## src/inc/frp_pkg.sv

```systemverilog
package frp_pkg;
    localparam int          FRP_DW        = 36;
    localparam int          FRP_BW        = 9;
    localparam int          FRP_WB_AW     = 8;
    // Register byte addresses
    localparam logic [7:0]  FRP_CTRL_ADR  = 8'h00;
    localparam logic [7:0]  FRP_STAT_ADR  = 8'h04;
    // Control fields
    localparam int          FRP_CTRL_ODD  = 0;
    localparam logic        FRP_CTRL_RST  = 1'h1;
    // Status fields
    localparam int          FRP_ST_PEA    = 0;
    localparam int          FRP_ST_PEB    = 1;
    localparam int          FRP_ST_SIZE   = 2;
    localparam int          FRP_ST_BE     = 4;
    localparam int          FRP_ST_PEND   = 5;
    localparam int          FRP_ST_IDX    = 6;
    localparam int          FRP_ST_SWAP   = 8;
    // Port B size codes, {hi, lo}
    localparam logic [1:0]  FRP_SZ_LONG   = 2'h0;
    localparam logic [1:0]  FRP_SZ_WORD   = 2'h1;
    localparam logic [1:0]  FRP_SZ_BYTE   = 2'h2;
    localparam logic [1:0]  FRP_SZ_MAIL   = 2'h3;
    localparam logic [1:0]  FRP_SZ_RST    = 2'h0;
    localparam logic        FRP_BE_RST    = 1'h0;
endpackage : frp_pkg

```

## src/frp_read_path.sv

```systemverilog
// Summary of operation
// [RULE1] Array always yields whole 36-bit words; long size loads all at once.
// [RULE2] Word/byte sizes output first part, keep rest in auxiliary register.
// [RULE3] Read with a changed size fetches fresh word, discarding unread parts.
// [RULE4] Output lanes outside the selected size keep their previous value.
// [RULE5] Swapping applies to FIFO data only, whole 9-bit bytes moved.
// [RULE6] Swap selects sampled on fetching edge, kept for the whole word.
// [RULE7] Swap codes: LL ABCD, LH DCBA, HL CDAB, HH BADC.
// [RULE8] Bytes are reordered first, then split into words or bytes.
// [RULE9] Both size selects high: B read gives A-to-B, write loads B-to-A.
// [RULE10] Mailbox access leaves unpacking and registered size untouched.
// [RULE11] Each edge uses registered size and endian selections.
// [RULE12] Port A checks four 9-bit bytes; any failure drives error low.
// [RULE13] Port B checks only bytes valid for the current size.
// [RULE14] Odd/even select decides whether odd or even low count fails.
// [RULE15] Port A mailbox read with generation forces its error flag high.
// [RULE16] Port B mailbox read with generation forces its error flag high.
// [RULE17] Parity generate high makes byte top bits generated parity on reads.
// [RULE18] Writes store all nine bits of every byte as driven.
// [RULE19] Generated bit derives from lower eight bits and odd/even sense.
// [RULE20] FIFO parity made before output load; selects sampled at fetch.
// [RULE21] Mailbox parity made on the read path; stored contents unchanged.
// [RULE22] Both size selects low select long-word size.
// [RULE23] Size and endian inputs registered each edge, applied next edge. The code holds both while both size selects are high.
// [RULE24] Word/byte lane and order placement for big and little endian.
// [RULE25] Word size is hi/lo = LH, byte size is HL.
`timescale 1ns/1ps
`default_nettype none

module frp_read_path
    import frp_pkg::*;
(
    input  wire logic              clk_i,
    input  wire logic              rst_i,
    input  wire logic              wb_cyc_i,
    input  wire logic              wb_stb_i,
    input  wire logic              wb_we_i,
    input  wire logic [7:0]        wb_adr_i,
    input  wire logic [3:0]        wb_sel_i,
    input  wire logic [31:0]       wb_dat_i,
    output logic      [31:0]       wb_dat_o,
    output logic                   wb_ack_o,
    input  wire logic [35:0]       fifo_data_i,
    input  wire logic              fifo_valid_i,
    output logic                   fifo_pop_o,
    input  wire logic [35:0]       a_data_i,
    input  wire logic              a_select_n_i,
    input  wire logic              a_enable_i,
    input  wire logic              a_write_not_read_i,
    input  wire logic              a_mailbox_sel_i,
    input  wire logic              a_parity_generate_i,
    output logic      [35:0]       a_data_o,
    output logic                   a_data_oe_o,
    output logic                   a_parity_error_n_o,
    input  wire logic [35:0]       b_data_i,
    input  wire logic              b_select_n_i,
    input  wire logic              b_enable_i,
    input  wire logic              b_write_not_read_i,
    input  wire logic              b_size_sel_lo_i,
    input  wire logic              b_size_sel_hi_i,
    input  wire logic              big_endian_sel_i,
    input  wire logic              swap_sel_lo_i,
    input  wire logic              swap_sel_hi_i,
    input  wire logic              b_parity_generate_i,
    output logic      [35:0]       b_data_o,
    output logic                   b_data_oe_o,
    output logic                   b_parity_error_n_o
);

    // Per-byte failure flags under the chosen sense
    function automatic logic [3:0] frp_bad(input logic [35:0] d, input logic odd);
        logic [3:0] r;
        r = 4'h0;
        for (int i = 0; i < 4; i++) begin
            r[i] = ((^(~d[i*FRP_BW +: FRP_BW])) == odd);
        end
        return r;
    endfunction : frp_bad

    // Replace each byte's top bit with parity of its lower eight
    function automatic logic [35:0] frp_gen(input logic [35:0] d, input logic odd);
        logic [35:0] r;
        r = d;
        for (int i = 0; i < 4; i++) begin
            r[i*FRP_BW + 8] = odd ^ (^d[i*FRP_BW +: 8]);
        end
        return r;
    endfunction : frp_gen

    // Byte reorder on whole 9-bit bytes, bits inside unchanged
    function automatic logic [35:0] frp_swap(input logic [35:0] d, input logic [1:0] sw);
        logic [8:0] a;
        logic [8:0] b;
        logic [8:0] c;
        logic [8:0] e;
        logic [35:0] r;
        a = d[35:27];
        b = d[26:18];
        c = d[17:9];
        e = d[8:0];
        unique case (sw)
            2'h0: r = {a, b, c, e};
            2'h1: r = {e, c, b, a};
            2'h2: r = {c, e, a, b};
            2'h3: r = {b, a, e, c};
        endcase
        return r;
    endfunction : frp_swap

    // Lanes valid for a size and endian choice
    function automatic logic [3:0] frp_lanes(input logic [1:0] sz, input logic be);
        logic [3:0] r;
        unique case (sz)
            FRP_SZ_WORD: r = be ? 4'hC : 4'h3;
            FRP_SZ_BYTE: r = be ? 4'h8 : 4'h1;
            default:     r = 4'hF;
        endcase
        return r;
    endfunction : frp_lanes

    logic        odd_sel_q, odd_sel_d;
    logic [1:0]  size_q, size_d;
    logic        be_q, be_d;
    logic [35:0] aux_q, aux_d;
    logic [1:0]  idx_q, idx_d;
    logic        pend_q, pend_d;
    logic [1:0]  last_sz_q, last_sz_d;
    logic [1:0]  sw_q, sw_d;
    logic [35:0] out_q, out_d;
    logic [35:0] mail_ab_q, mail_ab_d;
    logic [35:0] mail_ba_q, mail_ba_d;
    logic [35:0] a_dat_q, a_dat_d;
    logic        a_oe_q, a_oe_d;
    logic        a_pe_q, a_pe_d;
    logic [35:0] b_dat_q, b_dat_d;
    logic        b_oe_q, b_oe_d;
    logic        b_pe_q, b_pe_d;
    logic        pop_d;
    logic [31:0] wb_dat_q, wb_dat_d;
    logic        wb_ack_q, wb_ack_d;

    logic        a_acc, b_acc, b_mail, b_fifo_rd;
    logic [1:0]  nparts;
    logic [35:0] word;
    logic [17:0] half;
    logic [8:0]  onebyte;
    logic        fetch;

    always_comb begin
        a_acc     = !a_select_n_i && a_enable_i;
        b_acc     = !b_select_n_i && b_enable_i;
        b_mail    = b_size_sel_lo_i && b_size_sel_hi_i;
        b_fifo_rd = b_acc && !b_write_not_read_i && !b_mail;
    end

    // Size and endian capture
    always_comb begin
        size_d = size_q;
        be_d   = be_q;
        // [RULE23] register every edge without both size selects high
        // [RULE10] hold size on mailbox
        if (!b_mail) begin
            size_d = {b_size_sel_hi_i, b_size_sel_lo_i};
            be_d   = big_endian_sel_i;
        end
    end

    // Unpacking path
    always_comb begin
        aux_d     = aux_q;
        idx_d     = idx_q;
        pend_d    = pend_q;
        last_sz_d = last_sz_q;
        sw_d      = sw_q;
        out_d     = out_q;
        pop_d     = 1'b0;
        half      = 18'h00000;
        onebyte   = 9'h000;
        word      = aux_q;
        // [RULE25] word LH, byte HL
        // [RULE22] long when both low
        unique case (size_q)
            FRP_SZ_WORD: nparts = 2'h1;
            FRP_SZ_BYTE: nparts = 2'h3;
            default:     nparts = 2'h0;
        endcase
        // [RULE3] size change refetches
        // [RULE1] long always refetches
        fetch = !pend_q || (size_q != last_sz_q) || (nparts == 2'h0);
        if (b_fifo_rd && (!fetch || fifo_valid_i)) begin
            // [RULE11] registered size applied
            if (fetch) begin
                pop_d     = 1'b1;
                last_sz_d = size_q;
                // [RULE6] swap sampled on fetch
                sw_d      = {swap_sel_hi_i, swap_sel_lo_i};
                // [RULE8] swap then split
                // [RULE7] swap codes
                word      = frp_swap(fifo_data_i, {swap_sel_hi_i, swap_sel_lo_i});
                // [RULE20] parity before output load
                if (b_parity_generate_i) begin
                    word = frp_gen(word, odd_sel_q);
                end
                aux_d  = word;
                idx_d  = 2'h0;
                pend_d = (nparts != 2'h0);
            end
            // [RULE24] lane and order placement
            if (be_q) begin
                half    = idx_d[0] ? word[17:0] : word[35:18];
                onebyte = word[35 - 9*idx_d -: 9];
            end else begin
                half    = idx_d[0] ? word[35:18] : word[17:0];
                onebyte = word[9*idx_d +: 9];
            end
            // [RULE4] unused lanes hold
            unique case (size_q)
                FRP_SZ_WORD: begin
                    if (be_q) out_d[35:18] = half;
                    else      out_d[17:0]  = half;
                end
                FRP_SZ_BYTE: begin
                    if (be_q) out_d[35:27] = onebyte;
                    else      out_d[8:0]   = onebyte;
                end
                default: out_d = word;
            endcase
            // [RULE2] remaining parts kept in auxiliary register
            if (idx_d == nparts) begin
                pend_d = 1'b0;
            end
            idx_d = idx_d + 2'h1;
        end
    end

    // Mailboxes and port outputs
    always_comb begin
        mail_ab_d = mail_ab_q;
        mail_ba_d = mail_ba_q;
        // [RULE18] stored exactly as driven
        if (a_acc && a_write_not_read_i && a_mailbox_sel_i) begin
            mail_ab_d = a_data_i;
        end
        // [RULE9] B write loads B-to-A
        if (b_acc && b_write_not_read_i && b_mail) begin
            mail_ba_d = b_data_i;
        end
        a_oe_d  = !a_select_n_i && !a_write_not_read_i;
        a_dat_d = a_dat_q;
        a_pe_d  = !(|frp_bad(a_data_i, odd_sel_q));
        if (a_acc && !a_write_not_read_i && a_mailbox_sel_i) begin
            // [RULE21] generated on read path only
            a_dat_d = a_parity_generate_i ? frp_gen(mail_ba_q, odd_sel_q) : mail_ba_q;
        end
        // [RULE12] all four A bytes checked
        // [RULE15] forced high on A mailbox generate
        if (a_acc && !a_write_not_read_i && a_mailbox_sel_i && a_parity_generate_i) begin
            a_pe_d = 1'b1;
        end
        b_oe_d = !b_select_n_i && !b_write_not_read_i;
        // [RULE5] mailbox data never swapped
        // [RULE9] B read gives A-to-B
        // [RULE17] generate on reads
        if (b_acc && !b_write_not_read_i && b_mail) begin
            b_dat_d = b_parity_generate_i ? frp_gen(mail_ab_q, odd_sel_q) : mail_ab_q;
        end else begin
            b_dat_d = out_d;
        end
        // [RULE13] only valid B lanes
        // [RULE14] odd/even sense
        b_pe_d = !(|(frp_bad(b_data_i, odd_sel_q) & frp_lanes(size_q, be_q)));
        // [RULE16] forced high on B mailbox generate
        if (b_acc && !b_write_not_read_i && b_mail && b_parity_generate_i) begin
            b_pe_d = 1'b1;
        end
    end

    // Wishbone slave, one wait state so reads see settled state
    always_comb begin
        wb_ack_d  = wb_cyc_i && wb_stb_i && !wb_ack_q;
        wb_dat_d  = 32'h00000000;
        odd_sel_d = odd_sel_q;
        if (wb_ack_d) begin
            unique case (wb_adr_i)
                FRP_CTRL_ADR: begin
                    wb_dat_d[FRP_CTRL_ODD] = odd_sel_q;
                end
                FRP_STAT_ADR: begin
                    wb_dat_d[FRP_ST_PEA]         = a_pe_q;
                    wb_dat_d[FRP_ST_PEB]         = b_pe_q;
                    wb_dat_d[FRP_ST_SIZE +: 2]   = size_q;
                    wb_dat_d[FRP_ST_BE]          = be_q;
                    wb_dat_d[FRP_ST_PEND]        = pend_q;
                    wb_dat_d[FRP_ST_IDX +: 2]    = idx_q;
                    wb_dat_d[FRP_ST_SWAP +: 2]   = sw_q;
                end
                default: wb_dat_d = 32'h00000000;
            endcase
        end
        // Write lands on the edge where the master sees ack, not one earlier
        if (wb_ack_q && wb_cyc_i && wb_stb_i && wb_we_i && wb_sel_i[0]
            && (wb_adr_i == FRP_CTRL_ADR)) begin
            odd_sel_d = wb_dat_i[FRP_CTRL_ODD];
        end
    end

    always_ff @(posedge clk_i) begin
        if (rst_i) begin
            odd_sel_q  <= FRP_CTRL_RST;
            size_q     <= FRP_SZ_RST;
            be_q       <= FRP_BE_RST;
            aux_q      <= 36'h000000000;
            idx_q      <= 2'h0;
            pend_q     <= 1'b0;
            last_sz_q  <= FRP_SZ_RST;
            sw_q       <= 2'h0;
            out_q      <= 36'h000000000;
            mail_ab_q  <= 36'h000000000;
            mail_ba_q  <= 36'h000000000;
            a_dat_q    <= 36'h000000000;
            a_oe_q     <= 1'b0;
            a_pe_q     <= 1'b1;
            b_dat_q    <= 36'h000000000;
            b_oe_q     <= 1'b0;
            b_pe_q     <= 1'b1;
            wb_dat_q   <= 32'h00000000;
            wb_ack_q   <= 1'b0;
        end else begin
            odd_sel_q  <= odd_sel_d;
            size_q     <= size_d;
            be_q       <= be_d;
            aux_q      <= aux_d;
            idx_q      <= idx_d;
            pend_q     <= pend_d;
            last_sz_q  <= last_sz_d;
            sw_q       <= sw_d;
            out_q      <= out_d;
            mail_ab_q  <= mail_ab_d;
            mail_ba_q  <= mail_ba_d;
            a_dat_q    <= a_dat_d;
            a_oe_q     <= a_oe_d;
            a_pe_q     <= a_pe_d;
            b_dat_q    <= b_dat_d;
            b_oe_q     <= b_oe_d;
            b_pe_q     <= b_pe_d;
            wb_dat_q   <= wb_dat_d;
            wb_ack_q   <= wb_ack_d;
        end
    end

    // Pop must reach the array in the fetching cycle, so it stays combinational
    assign fifo_pop_o         = pop_d;
    assign wb_dat_o           = wb_dat_q;
    assign wb_ack_o           = wb_ack_q;
    assign a_data_o           = a_dat_q;
    assign a_data_oe_o        = a_oe_q;
    assign a_parity_error_n_o = a_pe_q;
    assign b_data_o           = b_dat_q;
    assign b_data_oe_o        = b_oe_q;
    assign b_parity_error_n_o = b_pe_q;

endmodule : frp_read_path

`default_nettype wire

```

## config.mk

```make
export PLATFORM = sky130hd
export DESIGN_NAME = frp_read_path
export DESIGN_NICKNAME = d
export VERILOG_FILES = /design/src/inc/frp_pkg.sv /design/src/frp_read_path.sv
export SDC_FILE = /design/constraint.sdc
export NUM_CORES = 1
export LEC_CHECK = 0
export BUFFER_PORTS_ARGS = -buffer_cell sky130_fd_sc_hd__buf_2
export CAP_MARGIN = 10
export CORE_MARGIN = 2
export CORE_UTILIZATION = 50
export CTS_BUF_LIST = sky130_fd_sc_hd__clkbuf_4 sky130_fd_sc_hd__clkbuf_8
export DETAILED_ROUTE_END_ITERATION = 10
export PLACE_DENSITY = 0.85
export SYNTH_ARGS = -nofsm -noshare
export SYNTH_HDL_FRONTEND = slang
export SYNTH_SLANG_ARGS = --single-unit
```

## constraint.sdc

```tcl
create_clock -name clk_i -period 5.1 [get_ports clk_i]
set_input_delay 0.255 -clock clk_i [delete_from_list [all_inputs] [get_ports clk_i]]
set_output_delay 0.255 -clock clk_i [all_outputs]
set_load 0.02 [all_outputs]
```

==> metrics.md <==
| Metric | Value |
|---|---|
| Buffer cell driving the clock tree root | `clkbuf_8` |
| Final weighted congestion in routability-driven placement | `1.03` |
| Clock tree from TritonCTS | `done` |
| Number of buffers between clock root and the deepest sink | `3` |
| CP peak stage delay | `~0.54 ns` |
| Unique masters post-synth | `72` |
| Number of cells traversed by the worst register-to-register path | `14` |
| Area share of the leading cell type in the synthesized netlist | `35.4%` |
| Number of buffers created by CTS | `43` |
| Area used by sequential logic in the layout | `4840 um2` |
| Maximum clock frequency | `0.245 GHz` |
| Violated checks | `hold timing` |
| Port Buf Inserts | `between 200 and 250` |
| Launching element type of the critical path | `flop` |
| Total Nets Final | `2076` |
| Total power per unit cell area | `290 nW/um2` |
| Sequential cell area fraction in the yosys report | `35.4%` |
| Leakage power | `roughly 6.4 nW` |
| Reported max-cap violation count | `0` |
| Total overflow reported by the global router | `0` |
| Post-route clock skew | `around 0.036 ns` |
| RSZ-0062 raised after global routing | `no` |
| Synthesized area per cell | `about 8.3 um2` |
| Most frequently used flop master after synthesis | `dfxtp_1` |
| Leading area contributor after synthesis | `dfxtp_1` |
| Worst max-slew margin expressed relative to the limit | `17.6%` |
| First-pass GRT wire length | `between 70000 and 80000 um` |
| Register clock-pin slew on the reported worst setup and hold paths | `~0.060 ns` |
| Kind of capture point of the worst setup path | `output port` |
| Row cnt | `60` |
| Post-cts repair resize count | `0` |
| Antenna violations before repair | `2` |
| Total global routing track utilization | `34.1%` |
| Start-to-end type of the worst setup path | `flop to output port` |
| Setup Viol. Count Final | `0` |
| Post-route worst setup slack | `1.02 ns` |
| Final-report hold violation count | `1` |
| HPWL after detailed placement | `~33000 um` |
| Number of warnings printed during yosys synthesis | `0` |
| H-tree depth | `2` |
| Worst path arrival time | `3.82 ns` |
| Cell type of the slowest stage on the worst timing path | `inv_1` |
| Final TNS setup | `0 ns` |
| Detailed Route Iter0 Violations | `around 1700` |
| Fraction of layout instances using a drive strength above 1 | `21.0%` |
| Area of the placeable core | `roughly 27000 um2` |
| Top cells by area, synth | `dfxtp_1 (35%), nand2_1 (9.2%), xnor2_1 (8.3%)` |
| Syn Inst Count | `1645` |
| Worst-skew pair later-pin latency | `0.58 ns` |
| Setup Slack @ Placement | `~1.2 ns` |
| Final total power | `4.83 mW` |
| Width of the die | `169 um` |
| Average via count per standard cell | `about 6` |
| Antenna-violating nets left | `0` |
| CP cell instances | `inv_1 -> ha_1 -> nor2b_1 -> nand3_2 -> buf_4 -> nand2_1 -> buf_4 -> inv_1 -> buf_2` |
| Number of global-route vias before repair | `13500` |
| Average routed wire per standard cell | `22.1 um` |
| Outcome | `finished with violations` |
| Max Fanout on Critical Path | `31` |
| Area of placed instances | `14900 um2` |
| Slew at the pin closest to its max-slew limit | `roughly 1.2 ns` |
| Die height | `169 um` |
| Utilization after layout | `approximately three fifths` |
| Hold_ws | `-0.00228 ns` |
| Period minus WS final | `4.08 ns` |
| Async set-reset flop share out of synthesis | `0%` |
| Sink count of the clock tree | `approximately 240` |
| Pin count of the biggest net entering global routing | `91` |
| Hold path cells | `3` |
| DRC violations left | `0` |
| Die footprint | `approximately 29000 um2` |
| Initial cell density of the core | `50.9%` |
| Required time of the critical path | `4.85 ns` |
| Fin crit share | `80.0%` |
| Layout overhead on the synthesized area | `21.4%` |
| Io pins | `282` |
| Max Slew Vio Count | `0` |
| Count of filler cells inserted in the layout | `2212` |
| Routed via count | `14000` |
| Overall routed net length | `around 50000 um` |
| Register bit count reported by yosys | `242` |
| DRT Pass-1 Iters | `5` |
| Design area | `16600 um2` |
| Max rail drop VDD | `0.217 mV` |
| Multi-input gate area | `8180 um2` |
| Number of synthesized flops with an enable pin | `0` |
| Post-synthesis instance area | `13700 um2` |
| Kind of path behind the tightest hold check | `input pin to flop` |
-- Yosys cell counts, types with 5 or more instances --
cell type / n
o211ai_1: 13
mux2i_1: 45
or3_1: 8
nand2b_1: 6
xnor2_1: 129
mux2_2: 17
nand2_1: 334
o31a_1: 5
o31ai_1: 5
a311oi_1: 5
a31oi_1: 11
nand3_1: 18
dfxtp_1: 242
buf_1: 11
a211oi_1: 26
o22a_1: 16
and3_1: 6
nor2_1: 96
o22ai_1: 7
and2_1: 18
o221ai_1: 14
buf_2: 11
xnor3_1: 5
a32oi_1: 8
clkbuf_1: 91
inv_1: 19
nor3_1: 31
mux4_2: 41
nand4_1: 9
a22oi_1: 10
xor2_1: 28
buf_4: 27
a221oi_1: 9
o21ai_0: 63
a21oi_1: 190
-- cells in the final DEF, fill, tap and decap left out, drive strengths merged, types with 4 or more instances in the layout --
cell           n
o31a           5
or3            8
conb          22
o21a           4
o221ai        14
nand2b         6
inv           22
a31oi         11
dlygate4sd3   80
nand3         18
o31ai          5
and2          18
and3           6
xor2          28
nor3          31
dfxtp        242
o22ai          7
nand2        334
o22a          16
clkinv        10
xnor3          5
nor2          96
a211oi        27
a21oi        190
buf          254
a221oi         9
mux4          41
o211ai        13
a32oi          8
clkbuf        66
nand4          9
xnor2        131
a311oi         5
o21ai         66
mux2          17
mux2i         45
a22oi         10
-- routing by layer --
| metal | global-route usage (%) | part of all wire [%] | routed length, um | vias to the layer above |
|---|---|---|---|---|
| met5 | 0 | 0 | 0 | - |
| met4 | 18.8 | 6.0 | 3020 | 0 |
| met3 | 8.35 | 11 | 5530 | 218 |
| met2 | 54.3 | 45 | 22900 | 912 |
| met1 | 42.7 | 38 | 18900 | 6620 |
| li1 | - | - | - | 6272 |
-- state kept, by name, indices dropped and copies added (netlist names), 2 cells and up --
| name | count |
|---|---|
| wb_dat_o | 10 |
| size_q | 2 |
| last_sz_q | 2 |
| a_data_o | 36 |
| sw_q | 2 |
| idx_q | 2 |
| b_data_o | 36 |
| aux_q | 36 |
| mail_ab_q | 36 |
| mail_ba_q | 36 |
| out_q | 36 |
-- path summary, 6_finish.rpt --
path | start | end | slack (ns)
hold reg to reg | a_data_o[23]$_SDFFE_PP0P_ | a_data_o[23]$_SDFFE_PP0P_ | 0.45
hold / removal | b_data_i[11] | mail_ba_q[11]$_SDFFE_PP0P_ | -0.002
setup reg to reg | size_q[0]$_SDFFE_PP0N_ | b_data_o[34]$_SDFF_PP0_ | 1.08
setup / recovery | size_q[0]$_SDFFE_PP0N_ | fifo_pop_o | 1.02
-- where the power goes --
part | internal, mW | switching (mW) | total, mW
Clock | 1.06 | 0.871 | 1.94
Sequential | 1.93 | 0.0439 | 1.98
Combinational | 0.391 | 0.524 | 0.915
-- metrics by stage --
| step | std cells | hold slack, ns |
|---|---|---|
| CTS | 2274 | 0.0000352 |
| finish | 2277 | -0.00228 |
| floorplan | 1666 | 0.332 |
| global route | 2276 | 0.00491 |
| global placement | 2116 | 0.439 |
| detailed placement | 2116 | 0.444 |
-- logic make-up after synthesis --
family          share of synthesized area [%]
simple gates                             16.3
compound gates                           19.8
flops                                    35.4
buf+inv                                  5.67
xor+xnor                                 11.1
mux                                      11.4
fa+ha+maj                               0.274
other cells                            0.0274
-- worst max-delay path: cells and delay by family (launching register included) --
family | cells | cell delay [ns]
fa+ha+maj | 1 | 0.34
buf+inv | 5 | 1.66
flops | 1 | 0.44
simple gates | 3 | 0.81
-- final cells by class --
type / instances / area share (%)
Antenna cell: 2 / 0.0301
Sequential cell: 242 / 29.2
Clock inverter: 12 / 0.512
Clock buffer: 66 / 5.05
Tap cell: 341 / 2.57
Multi-Input combinational cell: 1258 / 49.2
Inverter: 22 / 0.497
Timing Repair Buffer: 334 / 13.0
-- timing repair --
item                      CTS  global route
setup buffers               0             0
hold buffers               80             0
hold endpoints to repair   76             0
(Power assumes the default switching activity.)
